--- config.mk ---
export PLATFORM = sky130hd
export DESIGN_NAME = rom_mirror_decode
export DESIGN_NICKNAME = d
export VERILOG_FILES = /design/src/addr_decode_pkg.sv /design/src/rom_mirror_decode.sv /design/src/pin_owner_mux.sv
export SDC_FILE = /design/constraint.sdc
export NUM_CORES = 1
export LEC_CHECK = 0
export BUFFER_PORTS_ARGS = -buffer_cell sky130_fd_sc_hd__buf_4
export CAP_MARGIN = 20
export CORE_ASPECT_RATIO = 2
export CORE_MARGIN = 10
export CORE_UTILIZATION = 35
export DETAILED_ROUTE_END_ITERATION = 16
export PLACE_DENSITY_LB_ADDON = 0.1
export REMOVE_ABC_BUFFERS = 1
export SETUP_SLACK_MARGIN = 0.02
export SLEW_MARGIN = 20
export SYNTH_ARGS = -nofsm -noshare
export SYNTH_HDL_FRONTEND = slang
export SYNTH_HIERARCHICAL = 1
export SYNTH_SLANG_ARGS = --single-unit
--- constraint.sdc ---
create_clock -name core_clk -period 1.35 [get_ports core_clk]
set_clock_uncertainty 0.1 [all_clocks]
set_input_delay 0.0675 -clock core_clk [delete_from_list [all_inputs] [get_ports core_clk]]
set_output_delay 0.0675 -clock core_clk [all_outputs]
set_load 0.01 [all_outputs]
--- src/addr_decode_pkg.sv ---
// Purpose: Shared constants and types for the memory map address decoder
// Assumes: 24-bit CPU bus addresses, one clock, active-low async reset
// Notes:   Address map constants, pin width, region codes, bus and decode structs
package addr_decode_pkg;

   localparam int ADDR_W = 24;
   localparam int PIN_W  = 8;

   localparam logic [23:0] RAM_END_4K     = 24'h00_1100;
   localparam logic [23:0] RAM_END_6K     = 24'h00_1900;
   localparam logic [23:0] INHIBIT_LAST   = 24'h00_1FFF;
   localparam logic [23:0] ROM_BASE       = 24'hFC_0000;
   localparam logic [23:0] HOLE0_FIRST    = 24'hFC_0000;
   localparam logic [23:0] HOLE0_LAST     = 24'hFC_7FFF;
   localparam logic [23:0] HOLE1_FIRST    = 24'hFE_0000;
   localparam logic [23:0] HOLE1_LAST     = 24'hFE_7FFF;
   localparam logic [15:0] MIRROR_LO_FULL = 16'h4000;
   localparam logic [15:0] MIRROR_LO_HALF = 16'h8000;
   localparam logic [7:0]  BANK_00        = 8'h00;
   localparam logic [7:0]  BANK_FF        = 8'hFF;
   localparam logic [15:0] UNDEF_READ     = 16'hFFFF;

   typedef enum logic [2:0] {
      REGION_NONE,
      REGION_RAM_OR_IO,
      REGION_INHIBIT,
      REGION_MIRROR,
      REGION_ROM,
      REGION_HOLE
   } region_t;

   typedef struct packed {
      logic        valid;
      logic        write;
      logic [23:0] addr;
   } bus_req_t;

   typedef struct packed {
      region_t     region;
      logic        cell_en;
      logic        write_en;
      logic [23:0] phys_addr;
      logic        undef_read;
   } decode_t;

endpackage

--- src/rom_mirror_decode.sv ---
// Purpose: Memory map decode with bank 00 ROM mirror, RAM gap and ROM holes
// Assumes: CPU presents one request per cycle on the same clock
// Notes:   Result is registered, one cycle after the request
`timescale 1ns/100ps
module rom_mirror_decode
   import addr_decode_pkg::*;
(
   input  wire logic             core_clk,          // System clock
   input  wire logic             rst_b,             // Async reset, active low
   input  wire bus_req_t         cpu_req,           // CPU address request
   input  wire logic             mirror_size_select,// Mirror start select
   input  wire logic             ram_6k,            // RAM size strap, 1 = 6 KB
   input  wire logic             periph_use,        // Peripheral owns pin group
   input  wire logic [PIN_W-1:0] port_out,          // Port data out
   input  wire logic [PIN_W-1:0] port_oe,           // Port output enable
   input  wire logic [PIN_W-1:0] periph_out,        // Peripheral data out
   input  wire logic [PIN_W-1:0] periph_oe,         // Peripheral output enable
   output decode_t               dec_q,             // Registered decode result
   output logic                  dec_valid_q,       // Decode result valid
   output logic [15:0]           undef_data_q,      // Read value for empty space
   output logic      [PIN_W-1:0] pin_out_q,         // Shared pin data
   output logic      [PIN_W-1:0] pin_oe_q,          // Shared pin enable
   output logic                  port_live_q        // Pins usable as port
);

   ////////////////////////////////////////////////////////////////////////
   // Strap capture after reset release, never under the async branch
   logic ram_6k_q;
   logic strap_done_q;

   always_ff @(posedge core_clk or negedge rst_b)
   begin
      if (!rst_b)
      begin
         ram_6k_q     <= 1'b0;
         strap_done_q <= 1'b0;
      end
      else if (!strap_done_q)
      begin
         ram_6k_q     <= ram_6k;
         strap_done_q <= 1'b1;
      end
   end

   ////////////////////////////////////////////////////////////////////////
   // Combinational decode
   decode_t     dec_d;
   logic [23:0] ram_end;
   logic [15:0] mirror_lo;
   logic [7:0]  bank;
   logic [15:0] low;

   always_comb
   begin
      bank      = cpu_req.addr[23:16];
      low       = cpu_req.addr[15:0];
      ram_end   = ram_6k_q ? RAM_END_6K : RAM_END_4K;
      // Select at zero widens the window to 48 KB
      mirror_lo = mirror_size_select ? MIRROR_LO_HALF : MIRROR_LO_FULL;
      dec_d            = '0;
      dec_d.region     = REGION_NONE;
      dec_d.phys_addr  = cpu_req.addr;
      if (!cpu_req.valid)
         dec_d.region = REGION_NONE;
      else if (cpu_req.addr >= ram_end && cpu_req.addr <= INHIBIT_LAST)
         dec_d.region = REGION_INHIBIT;
      else if (bank == BANK_00 && low >= mirror_lo)
      begin
         dec_d.region    = REGION_MIRROR;
         dec_d.phys_addr = {BANK_FF, low};
      end
      else if ((cpu_req.addr >= HOLE0_FIRST && cpu_req.addr <= HOLE0_LAST) ||
               (cpu_req.addr >= HOLE1_FIRST && cpu_req.addr <= HOLE1_LAST))
         dec_d.region = REGION_HOLE;
      else if (cpu_req.addr >= ROM_BASE)
         dec_d.region = REGION_ROM;
      else
         dec_d.region = REGION_RAM_OR_IO;
      // Dead regions drop writes and read a fixed pattern
      if (dec_d.region == REGION_INHIBIT || dec_d.region == REGION_HOLE)
      begin
         dec_d.undef_read = cpu_req.valid && !cpu_req.write;
         dec_d.cell_en    = 1'b0;
         dec_d.write_en   = 1'b0;
      end
      else if (dec_d.region == REGION_NONE)
      begin
         dec_d.cell_en  = 1'b0;
         dec_d.write_en = 1'b0;
      end
      else
      begin
         dec_d.cell_en  = 1'b1;
         // ROM and its mirror never take writes
         dec_d.write_en = cpu_req.write && dec_d.region == REGION_RAM_OR_IO;
      end
   end

   ////////////////////////////////////////////////////////////////////////
   // Registered outputs
   always_ff @(posedge core_clk or negedge rst_b)
   begin
      if (!rst_b)
      begin
         dec_q       <= '0;
         dec_valid_q <= 1'b0;
      end
      else
      begin
         dec_q       <= dec_d;
         dec_valid_q <= cpu_req.valid;
      end
   end

   always_ff @(posedge core_clk or negedge rst_b)
   begin
      if (!rst_b)
         undef_data_q <= '0;
      else
         undef_data_q <= UNDEF_READ;
   end

   ////////////////////////////////////////////////////////////////////////
   // Shared pin ownership
   pin_owner_mux u_pin_mux (
      .core_clk    (core_clk),
      .rst_b       (rst_b),
      .periph_use  (periph_use),
      .port_out    (port_out),
      .port_oe     (port_oe),
      .periph_out  (periph_out),
      .periph_oe   (periph_oe),
      .pin_out_q   (pin_out_q),
      .pin_oe_q    (pin_oe_q),
      .port_live_q (port_live_q)
   );

   ////////////////////////////////////////////////////////////////////////
   // Checks
   a_mirror_maps_ff: assert property (@(posedge core_clk) disable iff (!rst_b)
      (cpu_req.valid && cpu_req.addr[23:16] == BANK_00 && cpu_req.addr[15:0] >= MIRROR_LO_HALF &&
       !(cpu_req.addr >= RAM_END_4K && cpu_req.addr <= INHIBIT_LAST))
      |=> (dec_q.region == REGION_MIRROR &&
           dec_q.phys_addr == {BANK_FF, $past(cpu_req.addr[15:0])}))
      else $error("bank 00 mirror not mapped to bank FF");

   a_mirror_start_sel: assert property (@(posedge core_clk) disable iff (!rst_b)
      (cpu_req.valid && mirror_size_select && cpu_req.addr == {BANK_00, MIRROR_LO_FULL})
      |=> dec_q.region == REGION_RAM_OR_IO)
      else $error("mirror started low with select set");

   a_mirror_full_win: assert property (@(posedge core_clk) disable iff (!rst_b)
      (cpu_req.valid && !mirror_size_select && cpu_req.addr == {BANK_00, MIRROR_LO_FULL})
      |=> (dec_q.region == REGION_MIRROR && dec_q.phys_addr == {BANK_FF, MIRROR_LO_FULL}))
      else $error("48 KB mirror window missing");

   a_ram_gap_inhib: assert property (@(posedge core_clk) disable iff (!rst_b)
      (strap_done_q && cpu_req.valid && cpu_req.addr == INHIBIT_LAST)
      |=> (dec_q.region == REGION_INHIBIT && !dec_q.write_en))
      else $error("RAM gap not inhibited");

   a_rom_hole_empty: assert property (@(posedge core_clk) disable iff (!rst_b)
      (cpu_req.valid && (cpu_req.addr[23:15] == HOLE0_FIRST[23:15] ||
                         cpu_req.addr[23:15] == HOLE1_FIRST[23:15]))
      |=> (dec_q.region == REGION_HOLE && !dec_q.cell_en))
      else $error("ROM hole mapped to cells");

   a_dead_write_drop: assert property (@(posedge core_clk) disable iff (!rst_b)
      (dec_q.region == REGION_INHIBIT || dec_q.region == REGION_HOLE)
      |-> (!dec_q.write_en && !dec_q.cell_en && undef_data_q == UNDEF_READ))
      else $error("write reached dead region");

   // Mirror is ROM, so a write there still enables the cell but must not set write_en
   a_mirror_no_write: assert property (@(posedge core_clk) disable iff (!rst_b)
      (cpu_req.valid && cpu_req.write && cpu_req.addr[23:16] == BANK_00 &&
       cpu_req.addr[15:0] >= MIRROR_LO_HALF)
      |=> (dec_q.region == REGION_MIRROR && dec_q.cell_en && !dec_q.write_en))
      else $error("write reached mirrored ROM");

   a_half_below_start: assert property (@(posedge core_clk) disable iff (!rst_b)
      (cpu_req.valid && mirror_size_select && cpu_req.addr[23:16] == BANK_00 &&
       cpu_req.addr[15:0] >= MIRROR_LO_FULL && cpu_req.addr[15:0] < MIRROR_LO_HALF)
      |=> (dec_q.region == REGION_RAM_OR_IO && dec_q.phys_addr == $past(cpu_req.addr)))
      else $error("mirror reached below its start with select set");

   a_full_below_start: assert property (@(posedge core_clk) disable iff (!rst_b)
      (cpu_req.valid && !mirror_size_select && cpu_req.addr[23:16] == BANK_00 &&
       cpu_req.addr[15:0] < MIRROR_LO_FULL)
      |=> (dec_q.region != REGION_MIRROR))
      else $error("mirror reached below the wide window");

   // Lower part of bank FF has no image in bank 00
   a_ff_low_direct: assert property (@(posedge core_clk) disable iff (!rst_b)
      (cpu_req.valid && cpu_req.addr[23:16] == BANK_FF &&
       cpu_req.addr[15:0] < MIRROR_LO_FULL)
      |=> (dec_q.region == REGION_ROM && dec_q.phys_addr == $past(cpu_req.addr)))
      else $error("lower bank FF ROM not reached directly");

   a_gap_start_4k: assert property (@(posedge core_clk) disable iff (!rst_b)
      (cpu_req.valid && !ram_6k_q && cpu_req.addr == RAM_END_4K)
      |=> (dec_q.region == REGION_INHIBIT && !dec_q.cell_en))
      else $error("4 KB gap does not start at RAM end");

   a_gap_start_6k: assert property (@(posedge core_clk) disable iff (!rst_b)
      (cpu_req.valid && ram_6k_q && cpu_req.addr == RAM_END_6K)
      |=> (dec_q.region == REGION_INHIBIT && !dec_q.cell_en))
      else $error("6 KB gap does not start at RAM end");

   // The larger RAM must stay reachable where the small part has its gap
   a_6k_ram_kept: assert property (@(posedge core_clk) disable iff (!rst_b)
      (cpu_req.valid && ram_6k_q && cpu_req.addr >= RAM_END_4K &&
       cpu_req.addr < RAM_END_6K)
      |=> (dec_q.region == REGION_RAM_OR_IO && dec_q.cell_en))
      else $error("6 KB RAM cut by the small gap");

   a_ram_below_gap: assert property (@(posedge core_clk) disable iff (!rst_b)
      (cpu_req.valid && cpu_req.addr < RAM_END_4K)
      |=> (dec_q.region == REGION_RAM_OR_IO && dec_q.write_en == $past(cpu_req.write)))
      else $error("RAM below the gap not served");

   a_idle_no_access: assert property (@(posedge core_clk) disable iff (!rst_b)
      !cpu_req.valid
      |=> (!dec_valid_q && dec_q.region == REGION_NONE && !dec_q.cell_en && !dec_q.write_en))
      else $error("idle cycle produced an access");

endmodule

--- src/pin_owner_mux.sv ---
// Purpose: Hand one shared pin group to a peripheral or the general port
// Assumes: Ownership request comes from logic on the same clock
// Notes:   Peripheral always wins while it owns the group
`timescale 1ns/100ps
module pin_owner_mux
   import addr_decode_pkg::*;
(
   input  wire logic             core_clk,    // System clock
   input  wire logic             rst_b,       // Async reset, active low
   input  wire logic             periph_use,  // Peripheral claims the group
   input  wire logic [PIN_W-1:0] port_out,    // Port data out
   input  wire logic [PIN_W-1:0] port_oe,     // Port output enable
   input  wire logic [PIN_W-1:0] periph_out,  // Peripheral data out
   input  wire logic [PIN_W-1:0] periph_oe,   // Peripheral output enable
   output logic      [PIN_W-1:0] pin_out_q,   // Pin data out
   output logic      [PIN_W-1:0] pin_oe_q,    // Pin output enable, high drives
   output logic                  port_live_q  // Group usable as port
);

   always_ff @(posedge core_clk or negedge rst_b)
   begin
      if (!rst_b)
      begin
         pin_out_q   <= '0;
         pin_oe_q    <= '0;
         port_live_q <= 1'b0;
      end
      else if (periph_use)
      begin
         pin_out_q   <= periph_out;
         pin_oe_q    <= periph_oe;
         port_live_q <= 1'b0;
      end
      else
      begin
         pin_out_q   <= port_out;
         pin_oe_q    <= port_oe;
         port_live_q <= 1'b1;
      end
   end

   a_port_locked_out: assert property (@(posedge core_clk) disable iff (!rst_b)
      periph_use |=> (!port_live_q && pin_oe_q == $past(periph_oe)))
      else $error("port still live while peripheral owns pins");

   a_port_owns_free: assert property (@(posedge core_clk) disable iff (!rst_b)
      !periph_use |=> (port_live_q && pin_oe_q == $past(port_oe)))
      else $error("free pin group not handed to port");

endmodule

# Yosys cells after proc, flatten, opt, wreduce, memory -nomap -nowiden

Cells that the tools add are included.

Flip-flop bits (word level): 51

Order comparisons: 7
Eq/ne operators: 3
Multiplexer cells: 16
Reduce and logical (&&, ||, !) cells: 11

Operators with widths:

| cell                 | count |
|---|---|
| $mux 24              | 3 |
| $ge 24x24->1 const B | 2 |
| $le 24x24->1 const B | 2 |
| $ge 24x13->1         | 1 |
| $le 24x13->1 const B | 1 |
| $ge 16x16->1         | 1 |
| $mux 16              | 1 |
| $mux 8               | 2 |
| $mux 3               | 5 |
| $mux 12              | 1 |
| $logic_not 8->1      | 1 |
| $logic_and 1x1->1    | 6 |
| $mux 2               | 2 |
| $eq 3x1->1 const B   | 1 |
| $eq 3x2->1 const B   | 1 |
| $eq 3x3->1 const B   | 1 |
| $logic_not 3->1      | 1 |
| $logic_or 1x1->1     | 2 |
| $mux 1               | 2 |
| $logic_not 1->1      | 1 |

# Depth between registers and ports, before layout

Depth after elaboration: 11
Gate-level depth with buffers: 6

# Cells and area by module

The synthesis kept the hierarchy.

By module, submodules not included:

| module            | instances | cells an instance | area each (sq um) |
|---|---|---|---|
| rom_mirror_decode | 1         | 92                | 1,300.0 |
| pin_owner_mux     | 1         | 36                | 674.4 |

# Least setup slack after synthesis

OpenSTA, ideal clock, no wires.

Path kind: flip-flop to flip-flop
Start: register ram_6k_q
End: register dec_q[25] in the netlist's numbering
Setup time: 80 ps
Data arrival time: 1,272 ps
Setup slack: -101 ps
Cell stages (with the launch flop): 7
Path buffers: 0
Clock period less this slack: 1,451 ps
Cells stage by stage: dfrtp_1 > inv_1 > ha_1 > o31a_1 > o2111ai_2 > nand2_1 > nor3b_2

RTL lines:

| item                   | line                     | source |
|---|---|---|
| start, declared        | rom_mirror_decode.sv:28  | `logic ram_6k_q;` |
| start signal, assigned | rom_mirror_decode.sv:40  | `ram_6k_q <= ram_6k;` |
| end signal, assigned   | rom_mirror_decode.sv:105 | `dec_q <= '0;` |
| end signal, assigned   | rom_mirror_decode.sv:110 | `dec_q <= dec_d;` |
| end, declared          | rom_mirror_decode.sv:18  | `output decode_t dec_q,` |

==> impl_results.md <==
* Status: finished, violations left
* Violated checks: setup timing
* Antenna viol nets, final at 0
* Syn avg cell area at 15.4 sq um
* Design Area, Final at 3640 sq um
* Lkg Pwr at 1.80 nW
* Port bufs at 126
* Clock Latency Late Sink at 0.29 ns
* Synth warn at 6
* Top cell by count, worst path: o2111ai_4
* Slew HR at 58.9%
* Most common cell after layout, fill and taps aside: buf_4
* CTS Root Buffer Type: clkbuf_8
* Worst Hold Class: in -> reg
* Via/cell ratio at 4.34
* Share of post-route cells with drive strength above 1 at 53.2%
* Tot GR Track Use at 13.0%
* Post-route DRC violation count at 0
* Fin Setup TNS at -2.37 ns
* Slowest stage cell, crit path: dfrtp_1
* Clock Path Buffers at 2
* Die X at 73.1 um
* Placeable Area at 5470 sq um
* Vias in the first global route at 1,919
* Synth cell types at 29
* Power density cells at 912 nW/um^2
* Ant diodes at 0
* Nets at 379
* Dpl hpwl at 4.49 mm
* IO Count at 127
* Initial detailed-routing violation count at 49
* Hold slack at 0.00737 ns
* Fillers at 414
* Final count of negative-setup-slack endpoints at 14
* Placed cell areas at 2900 sq um
* Via count at 1,625
* Grt ovf at 0
* Maxcap violations at 0
* Register area share after synthesis at 63.4%
* Die H at 126 um
* Worst-path clk slew at 0.08 ns
* Final count of hold timing violations at 0
* Max incr delay on CP at 0.35 ns
* Cells after Synth at 128
* Mapped cell area at 1970 sq um
* Peak VDD IR at 828 uV
* Initial antenna violation count at 0
* Min-Delay Path Depth at 4
* Util after Layout at 66.7%
* Crit path DAT at 1.68 ns
* Most frequent cells in the layout: 134 x buf_4, 62 x dlygate4sd3_1, 50 x dfrtp_1
* Final min period at 1.55 ns
* Final Cycle Share at 115%
* CTS Buf Count at 5
* H-tree Lvls at 2
* RePlAce Congestion at 0.701
* R2R cell count at 6
* DR pass1 iterations at 3
* First-pass GRT wire length at 9.68 mm
* Crit Path Class: reg -> reg
* RSZ-0062 raised after global routing: yes
* Design Power at 3.32 mW
* Area delta synth->final at 84.6%
* Actual slew at the worst max-slew pin at 0.616 ns
* Endpoint class of the critical path: register
* Post-detailed-route wirelength per cell at 16.0 um
* CP max FO at 8
* Row count at 38
* CP Data Required Time at 1.48 ns
* #FFs+latches synth at 50
* Drt total wl at 5.97 mm
* Startpoint types: register
* Clock Sinks at 50
* CP Cell Sequence: inv_1, ha_1, o31a_1, o2111ai_4, o2111ai_4, nand2b_1
* CTS tree: done
* Post-route setup slack at -0.201 ns
* Fmax at 0.645 GHz
* Largest net degree at the start of global routing at 51
* Count of final max-slew check failures at 0
* Initial Utilization at 36.1%
* Die Footprint at 9230 sq um
-- synth_stat cells, drive strengths merged --
library cell,n,share of area (%)
o21ai,1,0.25
nor2,4,0.76
dfrtp,50,63
nor4,4,2.3
nand2b,9,2.9
nor3b,2,1.3
and2,1,0.32
o31a,2,0.95
conb,1,0.19
nand2,2,0.38
o2111ai,2,2.1
and4,2,0.89
nand3,1,0.25
mux2,17,11
nor3,1,0.25
nor4b,2,1.2
buf,18,7.7
o211a,1,0.51
a21boi,1,0.38
ha,3,1.9
inv,4,0.76
-- layout make-up --
cell class              instances  area, sq um  share of cell area (%)
multi-input cells              56          568                    15.6
flip-flops and latches         50         1250                    34.3
clock inverters                 3         40.0                    1.10
repair buffers                196         1630                    44.6
well taps                      60         75.1                    2.06
inverters                       4         15.0                   0.412
clock buffers                   5         68.8                    1.89
-- metal layers --
metal | vias to the layer above | share of wire [%] | GRT usage (%)
met2 | 66 | 61 | 25.0
met5 | - | 0 | 0
li1 | 784 | - | -
met3 | 5 | 9.2 | 5.58
met4 | 0 | 0.85 | 3.37
met1 | 770 | 29 | 11.5
-- timing repair --
item / in CTS / in global routing
pin swaps: 2 / 1
setup endpoints to repair: 14 / 14
hold buffers: 62 / 0
buffers inserted: 0 / 1
resized for setup: 1 / 1
hold endpoints to repair: 98 / 0
-- kinds of logic (layout without fill, tap and decap cells) --
kind of cell,Yosys count,in the layout,share of synthesized area (%)
DFF,50,50,63.4
and+or+nand+nor,28,28,10.5
buffers and inverters,22,208,8.43
muxes,17,17,11.4
AOI/OAI and AO/OA,7,7,4.18
adders and majority gates,3,3,1.90
other,1,1,0.190
-- report_power, final --
part / internal, mW / leakage [nW] / total, mW / switching, mW
Sequential: 1.58 / 0.591 / 1.61 / 0.0257
Combinational: 0.444 / 1.15 / 0.707 / 0.263
Clock: 0.545 / 0.0579 / 1.01 / 0.464
Total: 2.57 / 1.80 / 3.32 / 0.753
-- final timing paths --
path	from	endpoint	slack (ns)
min in group asynchronous	rst_b	dec_q[18]$_DFF_PN0_	0.22
min	cpu_req[15]	dec_q[27]$_DFF_PN0_	0.007
min reg2reg	ram_6k_q$_DFFE_PN0N_	ram_6k_q$_DFFE_PN0N_	0.41
max in group asynchronous	rst_b	ram_6k_q$_DFFE_PN0N_	0.50
max	ram_6k_q$_DFFE_PN0N_	dec_q[17]$_DFF_PN0_	-0.20
max reg2reg	ram_6k_q$_DFFE_PN0N_	dec_q[17]$_DFF_PN0_	-0.20
-- flip-flops by register name, indices dropped and copies added, names as in the netlist --
register / cells
u_pin_mux/port_live_q: 1
strap_done_q: 1
dec_q: 30
u_pin_mux/pin_out_q: 8
ram_6k_q: 1
dec_valid_q: 1
u_pin_mux/pin_oe_q: 8
-- per-stage QoR --
step	worst slack [ns]	instances
floorplan	-0.559	110
global placement	-0.229	303
detailed placement	-0.275	303
CTS	-0.232	373
global route	-0.330	374
finish	-0.201	374
-- critical path: cells and delay by family, from the launching register on --
kind / cells / cell delay, ns
compound gates: 3 / 0.62
flops: 1 / 0.35
fa+ha+maj: 1 / 0.26
simple gates: 1 / 0.13
buf+inv: 1 / 0.04
(Power assumes the default switching activity.)
